===== config.mk =====
export PLATFORM = sky130hd
export DESIGN_NAME = bax_exec
export DESIGN_NICKNAME = d
export VERILOG_FILES = /design/src/shared/bax_pkg.sv /design/src/design/bax_adder.sv /design/src/design/bax_exec.sv
export SDC_FILE = /design/constraint.sdc
export NUM_CORES = 1
export LEC_CHECK = 0
export ABC_AREA = 1
export BUFFER_PORTS_ARGS = -buffer_cell sky130_fd_sc_hd__clkbuf_2
export CAP_MARGIN = 40
export CORE_MARGIN = 2
export CORE_UTILIZATION = 45
export DETAILED_ROUTE_END_ITERATION = 6
export MAX_ROUTING_LAYER = met4
export PLACE_DENSITY = 0.66
export REMOVE_ABC_BUFFERS = 1
export SLEW_MARGIN = 20
export SYNTH_ARGS = -nofsm -noshare
export SYNTH_HDL_FRONTEND = slang
export SYNTH_SLANG_ARGS = --single-unit
export TNS_END_PERCENT = 20

===== constraint.sdc =====
create_clock -name SYS_CLK -period 10.6 [get_ports SYS_CLK]
set_input_delay 2.12 -clock SYS_CLK [delete_from_list [all_inputs] [get_ports SYS_CLK]]
set_output_delay 2.12 -clock SYS_CLK [all_outputs]
set_load 0.02 [all_outputs]

===== src/shared/bax_pkg.sv =====
// Purpose: Shared constants and types for the byte ALU with bit and branch execution.
// Assumes: One 100 MHz clock; one instruction offered per cycle on the request port.
// Notes: Opcodes are the block's own encoding of the instruction subset.
package bax_pkg;

  // Width of data, file address and program counter, file depth and offset width.
  localparam int BAX_DATA_W = 8;
  localparam int BAX_ADDR_W = 7;
  localparam int BAX_PC_W = 15;
  localparam int BAX_FILE_DEPTH = 128;
  localparam int BAX_OFFS_W = 9;

  // Values after reset.
  localparam logic [7:0] BAX_ACC_RST = 8'h00;
  localparam logic [14:0] BAX_PC_RST = 15'h0000;

  // Destination selector values.
  localparam logic BAX_DEST_ACC = 1'b0;
  localparam logic BAX_DEST_FILE = 1'b1;

  // Operations of the subset.
  typedef enum logic [2:0] {
    BAX_OP_NOP,
    BAX_OP_ADD_ACC_TO_FILE,
    BAX_OP_ADD_ACC_FILE_WITH_ROLLIN,
    BAX_OP_ARITH_SHIFT_RIGHT_FILE,
    BAX_OP_CLEAR_FILE_BIT,
    BAX_OP_TEST_BIT_SKIP_IF_LOW,
    BAX_OP_RELATIVE_JUMP
  } bax_op_e;

  // One instruction as offered to the block.
  typedef struct packed {
    bax_op_e op;
    logic [6:0] file_addr;
    logic dest;
    logic [2:0] bit_sel;
    logic [8:0] offset;
  } bax_instr_s;

  // Status flags.
  typedef struct packed {
    logic carry;
    logic nibble_rollout_bit;
    logic zero;
  } bax_flags_s;

  // Result of the adder or shifter.
  typedef struct packed {
    logic [7:0] value;
    logic carry;
    logic nibble;
  } bax_alu_s;

endpackage


===== src/design/bax_adder.sv =====
// Purpose: Byte adder with carry in, giving carry out and low nibble carry out.
// Assumes: Purely combinational.
// Notes: Used by both add instructions.
`timescale 1ns/1ps
module bax_adder
  import bax_pkg::*;
(
  input wire logic [7:0] a,
  input wire logic [7:0] b,
  input wire logic cin,
  output bax_alu_s sum
);

  // Low nibble sum, its carry feeds the high nibble.
  logic [4:0] lo;
  // High nibble sum with carry out.
  logic [4:0] hi;

  // Nibble-wise add so the nibble carry is exposed.
  always_comb begin
    lo = {1'b0, a[3:0]} + {1'b0, b[3:0]} + {4'h0, cin};
    hi = {1'b0, a[7:4]} + {1'b0, b[7:4]} + {4'h0, lo[4]};
    sum.value = {hi[3:0], lo[3:0]};
    sum.carry = hi[4];
    sum.nibble = lo[4];
  end

endmodule // bax_adder


===== src/design/bax_exec.sv =====
// Purpose: Executes add, add with carry, shift, bit clear, bit test skip and relative jump.
// Assumes: One instruction offered per cycle with INSTR_VALID; file registers held here.
// Notes: A taken skip and a jump cost two slots; the next offered instruction is discarded.
// Operation
// [RQ1] Add accumulator to file, update flags.
// [RQ2] Destination zero to accumulator, one to file.
// [RQ3] Shift right, keep bit seven, bit zero carry.
// [RQ4] Add accumulator, file and carry; flags.
// [RQ5] Clear one file bit, flags untouched.
// [RQ6] Skip next instruction when tested bit low.
// [RQ7] Jump to incremented counter plus signed offset.
// [RQ8] Relative jump takes two cycles.
// [RQ9] Zero flag set on zero result.
`timescale 1ns/1ps
module bax_exec
  import bax_pkg::*;
#(
  parameter int DEPTH = BAX_FILE_DEPTH
) (
  input wire logic SYS_CLK,
  input wire logic RESET,
  input wire logic INSTR_VALID,
  input bax_instr_s INSTR,
  output logic [7:0] ACC,
  output bax_flags_s FLAGS,
  output logic [14:0] PROGRAM_COUNTER,
  output logic DISCARD,
  output logic DONE
);

  // Whole state of the module apart from the file registers.
  typedef struct packed {
    logic [7:0] acc;
    bax_flags_s flags;
    logic [14:0] pc;
    logic discard;
    logic done;
  } bax_state_s;

  // Registered state and its next value.
  bax_state_s st_reg;
  bax_state_s st_next;
  // File register array, not part of the reset state.
  logic [7:0] file_mem [DEPTH];
  // File write enable, address and data.
  logic fw_en;
  logic [6:0] fw_addr;
  logic [7:0] fw_data;
  // Operand read from the file.
  logic [7:0] fval;
  // Adder result.
  bax_alu_s add_res;
  // Carry into the adder.
  logic add_cin;
  // Shift result.
  bax_alu_s shr_res;

  // Zero test for a byte result.
  function automatic logic is_zero(input logic [7:0] v);
    return v == 8'h00;
  endfunction

  assign fval = file_mem[INSTR.file_addr];

  // Carry only enters for the add-with-rollin form.
  assign add_cin = (INSTR.op == BAX_OP_ADD_ACC_FILE_WITH_ROLLIN) ? st_reg.flags.carry : 1'b0; // RQ4

  bax_adder u_adder (
    .a(st_reg.acc),
    .b(fval),
    .cin(add_cin),
    .sum(add_res)
  );

  // Arithmetic shift keeps the sign bit and pushes bit zero to carry.
  always_comb begin
    shr_res.value = {fval[7], fval[7:1]}; // RQ3
    shr_res.carry = fval[0]; // RQ3
    shr_res.nibble = st_reg.flags.nibble_rollout_bit;
  end

  // Next state and file write decision.
  always_comb begin
    st_next = st_reg;
    st_next.done = 1'b0;
    fw_en = 1'b0;
    fw_addr = INSTR.file_addr;
    fw_data = fval;
    if (INSTR_VALID) begin
      // A pending discard stands through idle cycles until an offered slot consumes it.
      st_next.discard = 1'b0; // RQ6 RQ8
      st_next.done = 1'b1;
      st_next.pc = st_reg.pc + 15'd1;
      if (st_reg.discard) begin
        // Discarded slot runs as a no-operation.
        st_next.done = 1'b1; // RQ6
      end else begin
        case (INSTR.op)
          BAX_OP_ADD_ACC_TO_FILE, BAX_OP_ADD_ACC_FILE_WITH_ROLLIN: begin
            st_next.flags.carry = add_res.carry; // RQ1 RQ4
            st_next.flags.nibble_rollout_bit = add_res.nibble; // RQ1 RQ4
            st_next.flags.zero = is_zero(add_res.value); // RQ9
            if (INSTR.dest == BAX_DEST_FILE) begin
              fw_en = 1'b1; // RQ2
              fw_data = add_res.value;
            end else begin
              st_next.acc = add_res.value; // RQ2
            end
          end
          BAX_OP_ARITH_SHIFT_RIGHT_FILE: begin
            st_next.flags.carry = shr_res.carry; // RQ3
            st_next.flags.zero = is_zero(shr_res.value); // RQ3 RQ9
            if (INSTR.dest == BAX_DEST_FILE) begin
              fw_en = 1'b1; // RQ2
              fw_data = shr_res.value;
            end else begin
              st_next.acc = shr_res.value; // RQ2
            end
          end
          BAX_OP_CLEAR_FILE_BIT: begin
            // Only the selected bit drops; flags are left alone.
            fw_en = 1'b1;
            fw_data = fval & ~(8'h01 << INSTR.bit_sel); // RQ5
          end
          BAX_OP_TEST_BIT_SKIP_IF_LOW: begin
            st_next.discard = ~fval[INSTR.bit_sel]; // RQ6
          end
          BAX_OP_RELATIVE_JUMP: begin
            // Sign-extend the offset onto the incremented counter.
            st_next.pc = st_reg.pc + 15'd1 + {{6{INSTR.offset[8]}}, INSTR.offset}; // RQ7
            st_next.discard = 1'b1; // RQ8
          end
          default: begin
            st_next.done = 1'b1;
          end
        endcase
      end
    end
  end

  // State register.
  always_ff @(posedge SYS_CLK or posedge RESET) begin
    if (RESET) begin
      st_reg <= '{acc: BAX_ACC_RST, flags: '0, pc: BAX_PC_RST, discard: 1'b0, done: 1'b0};
    end else begin
      st_reg <= st_next;
    end
  end

  // File register write port, no reset so it can map to memory.
  always_ff @(posedge SYS_CLK) begin
    if (fw_en) begin
      file_mem[fw_addr] <= fw_data;
    end
  end

  assign ACC = st_reg.acc;
  assign FLAGS = st_reg.flags;
  assign PROGRAM_COUNTER = st_reg.pc;
  assign DISCARD = st_reg.discard;
  assign DONE = st_reg.done;
endmodule // bax_exec


==> results of run 1 <==
## flip-flops by register name (all words and copies together) (netlist names)
register	flops
PROGRAM_COUNTER	15
file_mem	1024
ACC	8
DISCARD	1
DONE	1
FLAGS	3
## area by class of cell
cell class	instances	area share (%)
sequential	1052	60.8
tap	1368	3.31
multi-input combinational	2926	24.3
inverter	265	1.94
clock buffer	130	5.50
clock inverter	73	1.68
timing repair buffer	146	2.54
antenna	3	0.0145
## critical path: cells and delay by family
kind | cells | cell delay [ns]
buffers and inverters | 9 | 2.14
adder cells (fa/ha/maj) | 4 | 1.56
AO/OA/AOI/OAI | 2 | 0.54
AND/OR/NAND/NOR | 14 | 1.30
## logic make-up after synthesis
logic type / Yosys count
XOR/XNOR: 16
AO/OA/AOI/OAI: 323
buffers and inverters: 476
AND/OR/NAND/NOR: 2560
multiplexers: 1
adder cells (fa/ha/maj): 26
flip-flops: 1052
## per-layer routing
layer	global-route usage, %	routed length (microns)	vias up
li1	-	-	14800
met1	30.5	48800	15000
met2	37.3	56400	1274
met3	3.81	9880	216
met4	9.20	4100	0
met5	-	0	-
## synthesized netlist by cell type
library cell  count
nand4_1           2
nor4_1            1
buf_2            87
nor2_2            3
nor3_1            4
fa_1              5
inv_2             2
a21oi_1          50
o22ai_1           3
a21boi_0          2
o221ai_1          3
or2_2            74
edfxtp_1       1024
nand3b_1          1
xnor2_1           6
o211ai_1        127
dfrtp_1          28
a31oi_1           5
nor2_1          531
inv_1           261
clkinv_1          2
clkbuf_1        100
o21ai_1          20
nor3_2            1
buf_1            13
o21ai_0         108
o31ai_1           1
ha_1             21
a21o_1            1
a221o_1           1
o21a_1            1
buf_4             6
a22oi_1           1
nand2_1        1864
xor2_1           10
or2_0             4
buf_6             5
nand3_1          75
mux2_2            1
## power by group through the flow
stage	sequential, mW	clock (mW)	combinational (mW)
finish	4.80	3.99	1.14
global route	4.80	4.18	1.26
CTS	4.80	4.02	1.14
detailed placement	4.89	0	1.14
global placement	4.89	0	1.10
floorplan	4.97	0	0.591
## worst max path at each step
stage	startpoint	slack [ns]	to	depth (start not counted)
final	INSTR[13]	3.20	file_mem[16][6]	29
after floorplan	INSTR[14]	-2.95	file_mem[0][7]	19
after CTS	INSTR[13]	3.28	file_mem[16][6]	29
after detailed placement	INSTR[13]	2.57	file_mem[101][6]	29
after global placement	INSTR[13]	2.41	file_mem[101][6]	26
after global routing	INSTR[13]	2.91	file_mem[16][6]	29
## per-stage QoR
stage          cell area (sq um)  utilization [%]  std cells
2_1_floorplan              44900                -       4243
3_3_place_gp               47500             46.9       5713
3_5_place_dp               47800             47.2       5734
4_1_cts                    51600             50.8       5937
5_1_grt                    51800             51.0       5963
6_report                   51800             51.0       5963
==> metrics.txt, run 1 <==
CP dominant cell by count=nand2_1; Final min period=7.40 ns; Clock power frac=40.2%; PostCTS Resize Cnt=0; routed len/inst=20.0 microns; # DRC=0; XOR/XNOR Fraction of Synth Area=0.306%; CP max FO=83; drt first pass iters=6; CTS tree=done; Final Max Tran Viols=0; PwrDens=192 mW/mm^2; Largest stage delay, worst path=0.48 ns; GR Overflow Total=0; maximum VDD drop=115 uV; Yosys top cell by area=edfxtp_1; Critical Path Sink Type=register; switching pwr=2.47 mW; CTS root buffer=clkbuf_16; clk_skew=0.0273 ns; CP max stage cell=fa_1; clk_lat worst skew=0.70 ns; outcome=finished, final reports clean; CTS Buf Count=109; ANT nets after route=0; Worst-path clk slew=0.06 ns; multi-input logic area=0.0126 sq mm; WHS Path Cells=2; R2R Setup Slk=5.52 ns; synth top area cells=edfxtp_1 (67%), nand2_1 (15%), nor2_1 (4.3%); hold-fix buffers at CTS=0; Static Leakage=20.9 nW; Adder-Cell Fraction of Synth Area=0.792%; Syn Inst Count=4454; RR Startpoint=file_mem[57][0]; post-DR vias/cell=5.24; crit path DAT=7.88 ns; register area=0.0315 sq mm; Worst EP required=11.07 ns; setup bufs post-CTS=0; vias in the first global route=29900; logic gate share of total power=11.5%; DIE AREA=0.104 sq mm; hold slack=0.537 ns; initial antenna violation count=4; Fill cells=8734; worst setup path class=in2reg; multiplexer share of the synthesized area=0.0246%; Total Nets Final=4552; Slew @ Worst Pin=0.915 ns; I/O pin total=54; main combinational cell family by area after synthesis=simple AND/OR/NAND/NOR gates; period utilization=69.9%; fraction of layout cells with a size suffix above 1=8.73%; HPWL Detailed=71100 microns; max_cap viols=0; Seq/Total Area, Yosys=68.6%; compound-cell area share of the yosys netlist=4.31%; worst min-delay path class=reg2reg; DP Worst Slack=2.57 ns; RSZ-0062 raised after global routing=no; Post-Syn Area=0.0458 sq mm; Area Growth Syn to Fin=13.0%; Min-Delay Endpoint=PROGRAM_COUNTER[14]; synth warn=0; worst r2r path cells=22; initial core utilization=45.2%; Yosys cell types=39; Clock Sinks=1052; maximum level of the CTS H-tree=3; startpoint of the worst hold path=PROGRAM_COUNTER[14]; total track usage=23.6%; die height=323 microns; Slew HR=39.0%; pin count of the biggest net entering global routing=181; vias=31200; Yosys top cell area share=67.1%; Rows=117; simple logic cell fraction of the synthesized area=21.7%; most frequent cells in the layout=nand2_1 (1858), edfxtp_1 (1024), nor2_1 (526); P_int=7.46 mW; FF+latch count, synth=1052; Port Buffers=53; sequential share of power=48.3%; die width=323 microns; first-pass GRT wire length=180000 microns; Initial DRC Count=3102; routability cong.=0.884; Max Freq=135 MHz; Total Power=9.93 mW; clk buf depth=3; setup TNS=0 ns; commonest non-fill, non-tap cell in the layout=nand2_1; setup ws final=3.20 ns; Startpoint Class=primary input; Switching Share=24.9%; endpoints failing setup=0; final hold violation count=0; total core area=0.101 sq mm; syn avg cell area=10.3 sq um; WL final=119000 microns; worst reg2reg path endpoint=file_mem[16][6]
No activity file was read; power rests on OpenSTA's default activity.
==> run 2: changes to the inputs <==
Settings changed: ABC_AREA 1 to 0.
Clock period 10.6 ns to 7.6 ns, I/O delays scaled along.
==> run 2 against run 1 <==
Clock skew is 0.012 ns higher. Critical path type unchanged. Die area fell by 5.4%. Register-to-register slack got worse by 3.2 ns. Utilization is 0.95 points higher. Highest routed layer unchanged. Clock-buffer cell count grew 4.
==> metrics.txt, run 2 <==
outcome=finished, final reports clean; clk buf depth=3 (unchanged); Largest stage delay, worst path=0.48 ns (about the same); number of synthesized flops with an enable pin=1024 (unchanged); R2R Setup Slk=2.28 ns (-3.24 ns); Initial DRC Count=3751 (+21%); Area Growth Syn to Fin=14.2%; Post-Syn Area=0.0433 sq mm (-5.5%); die height=314 microns (-2.8%); total track usage=24.2% (+0.66 points); Static Leakage=16.4 nW (-22%); Yosys cell types=89 (+130%); syn avg cell area=17.4 sq um (+69%); worst-path cell chain=buf_4, nor2b_2, buf_4, a222oi_1, o22ai_1, nor4_1, a311oi_1, a211oi_2, inv_1, ha_1, nor2b_1, o21ai_0, nand2b_1, fa_1, fa_1, xor2_1, a21oi_1, o22ai_4, buf_12; ANT nets after route=0 (unchanged); top-count cell post-synth=edfxtp_1; setup bufs post-CTS=0 (unchanged); pin count of the biggest net entering global routing=129 (-29%); routability cong.=0.982 (+11%); Final min period=6.73 ns; final hold violation count=0 (unchanged); Max Freq=149 MHz; max_cap viols=0 (unchanged); Final Max Tran Viols=0 (unchanged); Syn Inst Count=2493 (-44%); CTS root buffer=clkbuf_16; hold-fix buffers at CTS=0 (unchanged); CP max FO=128 (+54%); Synth Flop Type=edfxtp_1; FF+latch count, synth=1052 (unchanged); HPWL Detailed=76000 microns (+6.8%); clk_lat worst skew=0.68 ns (-0.02 ns); top cells by count, synth=edfxtp_1 (1024), nor2_1 (189), nand2_1 (99), mux4_2 (92), a221oi_1 (90); synth top area cells=edfxtp_1 (71%), mux4_2 (4.8%), mux4_1 (1.9%); vias=25500 (-18%); Min-Delay Endpoint=PROGRAM_COUNTER[14]; Critical Path Sink Type=register; Total Nets Final=2766 (-39%); commonest non-fill, non-tap cell in the layout=edfxtp_1; Reg with most FFs=file_mem; WHS Path Cells=1 (-1); period utilization=88.5%; Port Buffers=53 (unchanged); drt first pass iters=6 (unchanged); worst setup path class=in2reg; first-pass GRT wire length=170000 microns (-5.4%); RSZ-0062 raised after global routing=no; maximum VDD drop=161 uV (+41%); endpoints failing setup=0 (unchanged); clk_skew=0.0393 ns (+0.0120 ns); Slew @ Worst Pin=0.884 ns (-0.0314 ns); # DRC=0 (unchanged); PwrDens=272 mW/mm^2 (+42%); Rows=113 (-3.4%); DIE AREA=0.0987 sq mm (-5.4%); setup ws final=0.870 ns (-2.32 ns); setup TNS=0 ns (unchanged); I/O pin total=54 (unchanged); Worst EP required=7.99 ns (-3.08 ns); CTS Buf Count=104 (-4.6%); Slew HR=40.3% (+1.3 points); Yosys top cell area share=71.0% (+3.9 points); crit path DAT=7.12 ns (-0.76 ns); most frequent cells in the layout=edfxtp_1 (1024), buf_4 (203), nor2_1 (188); WL final=117000 microns (-2.0%); initial antenna violation count=1 (-3); vias in the first global route=24800 (-17%); fraction of layout cells with a size suffix above 1=22.1% (+13 points); max FFs per register=1024 (unchanged); worst min-delay path class=reg2reg; maximum level of the CTS H-tree=3 (unchanged); Startpoint Class=primary input; Seq/Total Area, Yosys=72.6% (+4.0 points); worst r2r path cells=19 (-14%); CTS tree=done; die width=314 microns (-2.8%); DP Worst Slack=0.346 ns (-2.22 ns); startpoint of the worst hold path=PROGRAM_COUNTER[14]; Yosys top cell by area=edfxtp_1; CP max stage cell=nor4_1; synth warn=0 (unchanged); Clock Sinks=1052 (unchanged); worst reg2reg path endpoint=file_mem[49][6]; total core area=0.0952 sq mm (-6.2%); Worst-path clk slew=0.06 ns (about the same); Async SR Flop Fraction=2.66% (unchanged); routed len/inst=28.8 microns (+44%); post-DR vias/cell=6.28 (+20%); initial core utilization=45.5% (+0.34 points); GR Overflow Total=0 (unchanged); PostCTS Resize Cnt=0 (unchanged); RR Startpoint=file_mem[47][0]
-- run 2: cell types whose count changed in the layout (fill, tap and decap cells not counted), moves of 56 or more --
cell and delta:
nand2_1 -1759, nor2_1 -338, inv_1 -239, buf_4 +131
o211ai_1 -111, mux4_2 +92, a221oi_1 +90, or2_2 -70
a22oi_1 +65, mux2i_1 +56
-- run 2: where the power goes --
group / total [mW] / leakage, nW / switching, mW / internal, mW
Sequential: 6.75 / 9.61 / 0.0989 / 6.65
Combinational: 1.69 / 5.14 / 1.11 / 0.586
Clock: 4.99 / 1.60 / 2.15 / 2.85
-- run 2: through the flow --
stage	hold slack [ns]	util (%)	area [sq um]	std cells	power, mW
2_1_floorplan	0.581	-	42300	2331	7.91
3_3_place_gp	0.469	47.6	45300	3756	8.50
3_5_place_dp	0.484	48.3	46000	3844	8.54
4_1_cts	0.496	51.7	49200	4034	13.5
5_1_grt	0.510	52.0	49400	4063	13.9
6_report	0.488	52.0	49500	4064	13.4
-- run 2: how the worst max path moves through the flow --
stage | from | end | slack [ns] | cells after the start
floorplan | INSTR[14] | file_mem[0][5] | -4.86 | 15
global placement | INSTR[15] | file_mem[110][6] | 0.50 | 17
detailed placement | INSTR[14] | file_mem[107][6] | 0.35 | 19
CTS | INSTR[14] | file_mem[124][6] | 1.02 | 19
global route | INSTR[14] | file_mem[49][6] | 0.67 | 19
finish | INSTR[14] | file_mem[49][6] | 0.87 | 19
-- run 2: layout make-up --
class	count	area (sq um)
Fill cell	7509	45700
Sequential cell	1052	31500
Multi-Input combinational cell	1256	10900
Clock buffer	134	2780
Timing Repair Buffer	277	2170
Tap cell	1265	1580
Clock inverter	56	503
Inverter	23	86.3
Antenna cell	1	2.50
-- run 2: routing by layer --
| layer | up-vias | routed length, microns | share of wire [%] | track usage [%] |
|---|---|---|---|---|
| met2 | 1581 | 54100 | 46 | 36.4 |
| met1 | 13000 | 45700 | 39 | 33.0 |
| met3 | 256 | 13400 | 11 | 5.85 |
| met4 | 0 | 3700 | 3.2 | 7.05 |
| met5 | - | 0 | 0 | - |
| li1 | 10700 | - | - | - |
-- run 2: logic make-up (layout without fill, tap and decap cells) --
| family | count (synthesis) | after routing | share of synthesized area, % |
|---|---|---|---|
| other | 0 | 1 | 0 |
| AOI/OAI and AO/OA | 533 | 533 | 9.38 |
| buffers and inverters | 185 | 490 | 2.61 |
| muxes | 229 | 229 | 9.29 |
| adders and majority gates | 26 | 26 | 0.838 |
| xor gates and xnor gates | 29 | 29 | 0.587 |
| and+or+nand+nor | 439 | 439 | 4.66 |
| DFF | 1052 | 1052 | 72.6 |
-- run 2: critical path: cells and delay by family --
family	cells	cell delay, ns
compound gates	7	1.60
xor+xnor	1	0.25
fa+ha+maj	3	1.25
buf+inv	4	1.28
simple gates	4	1.07
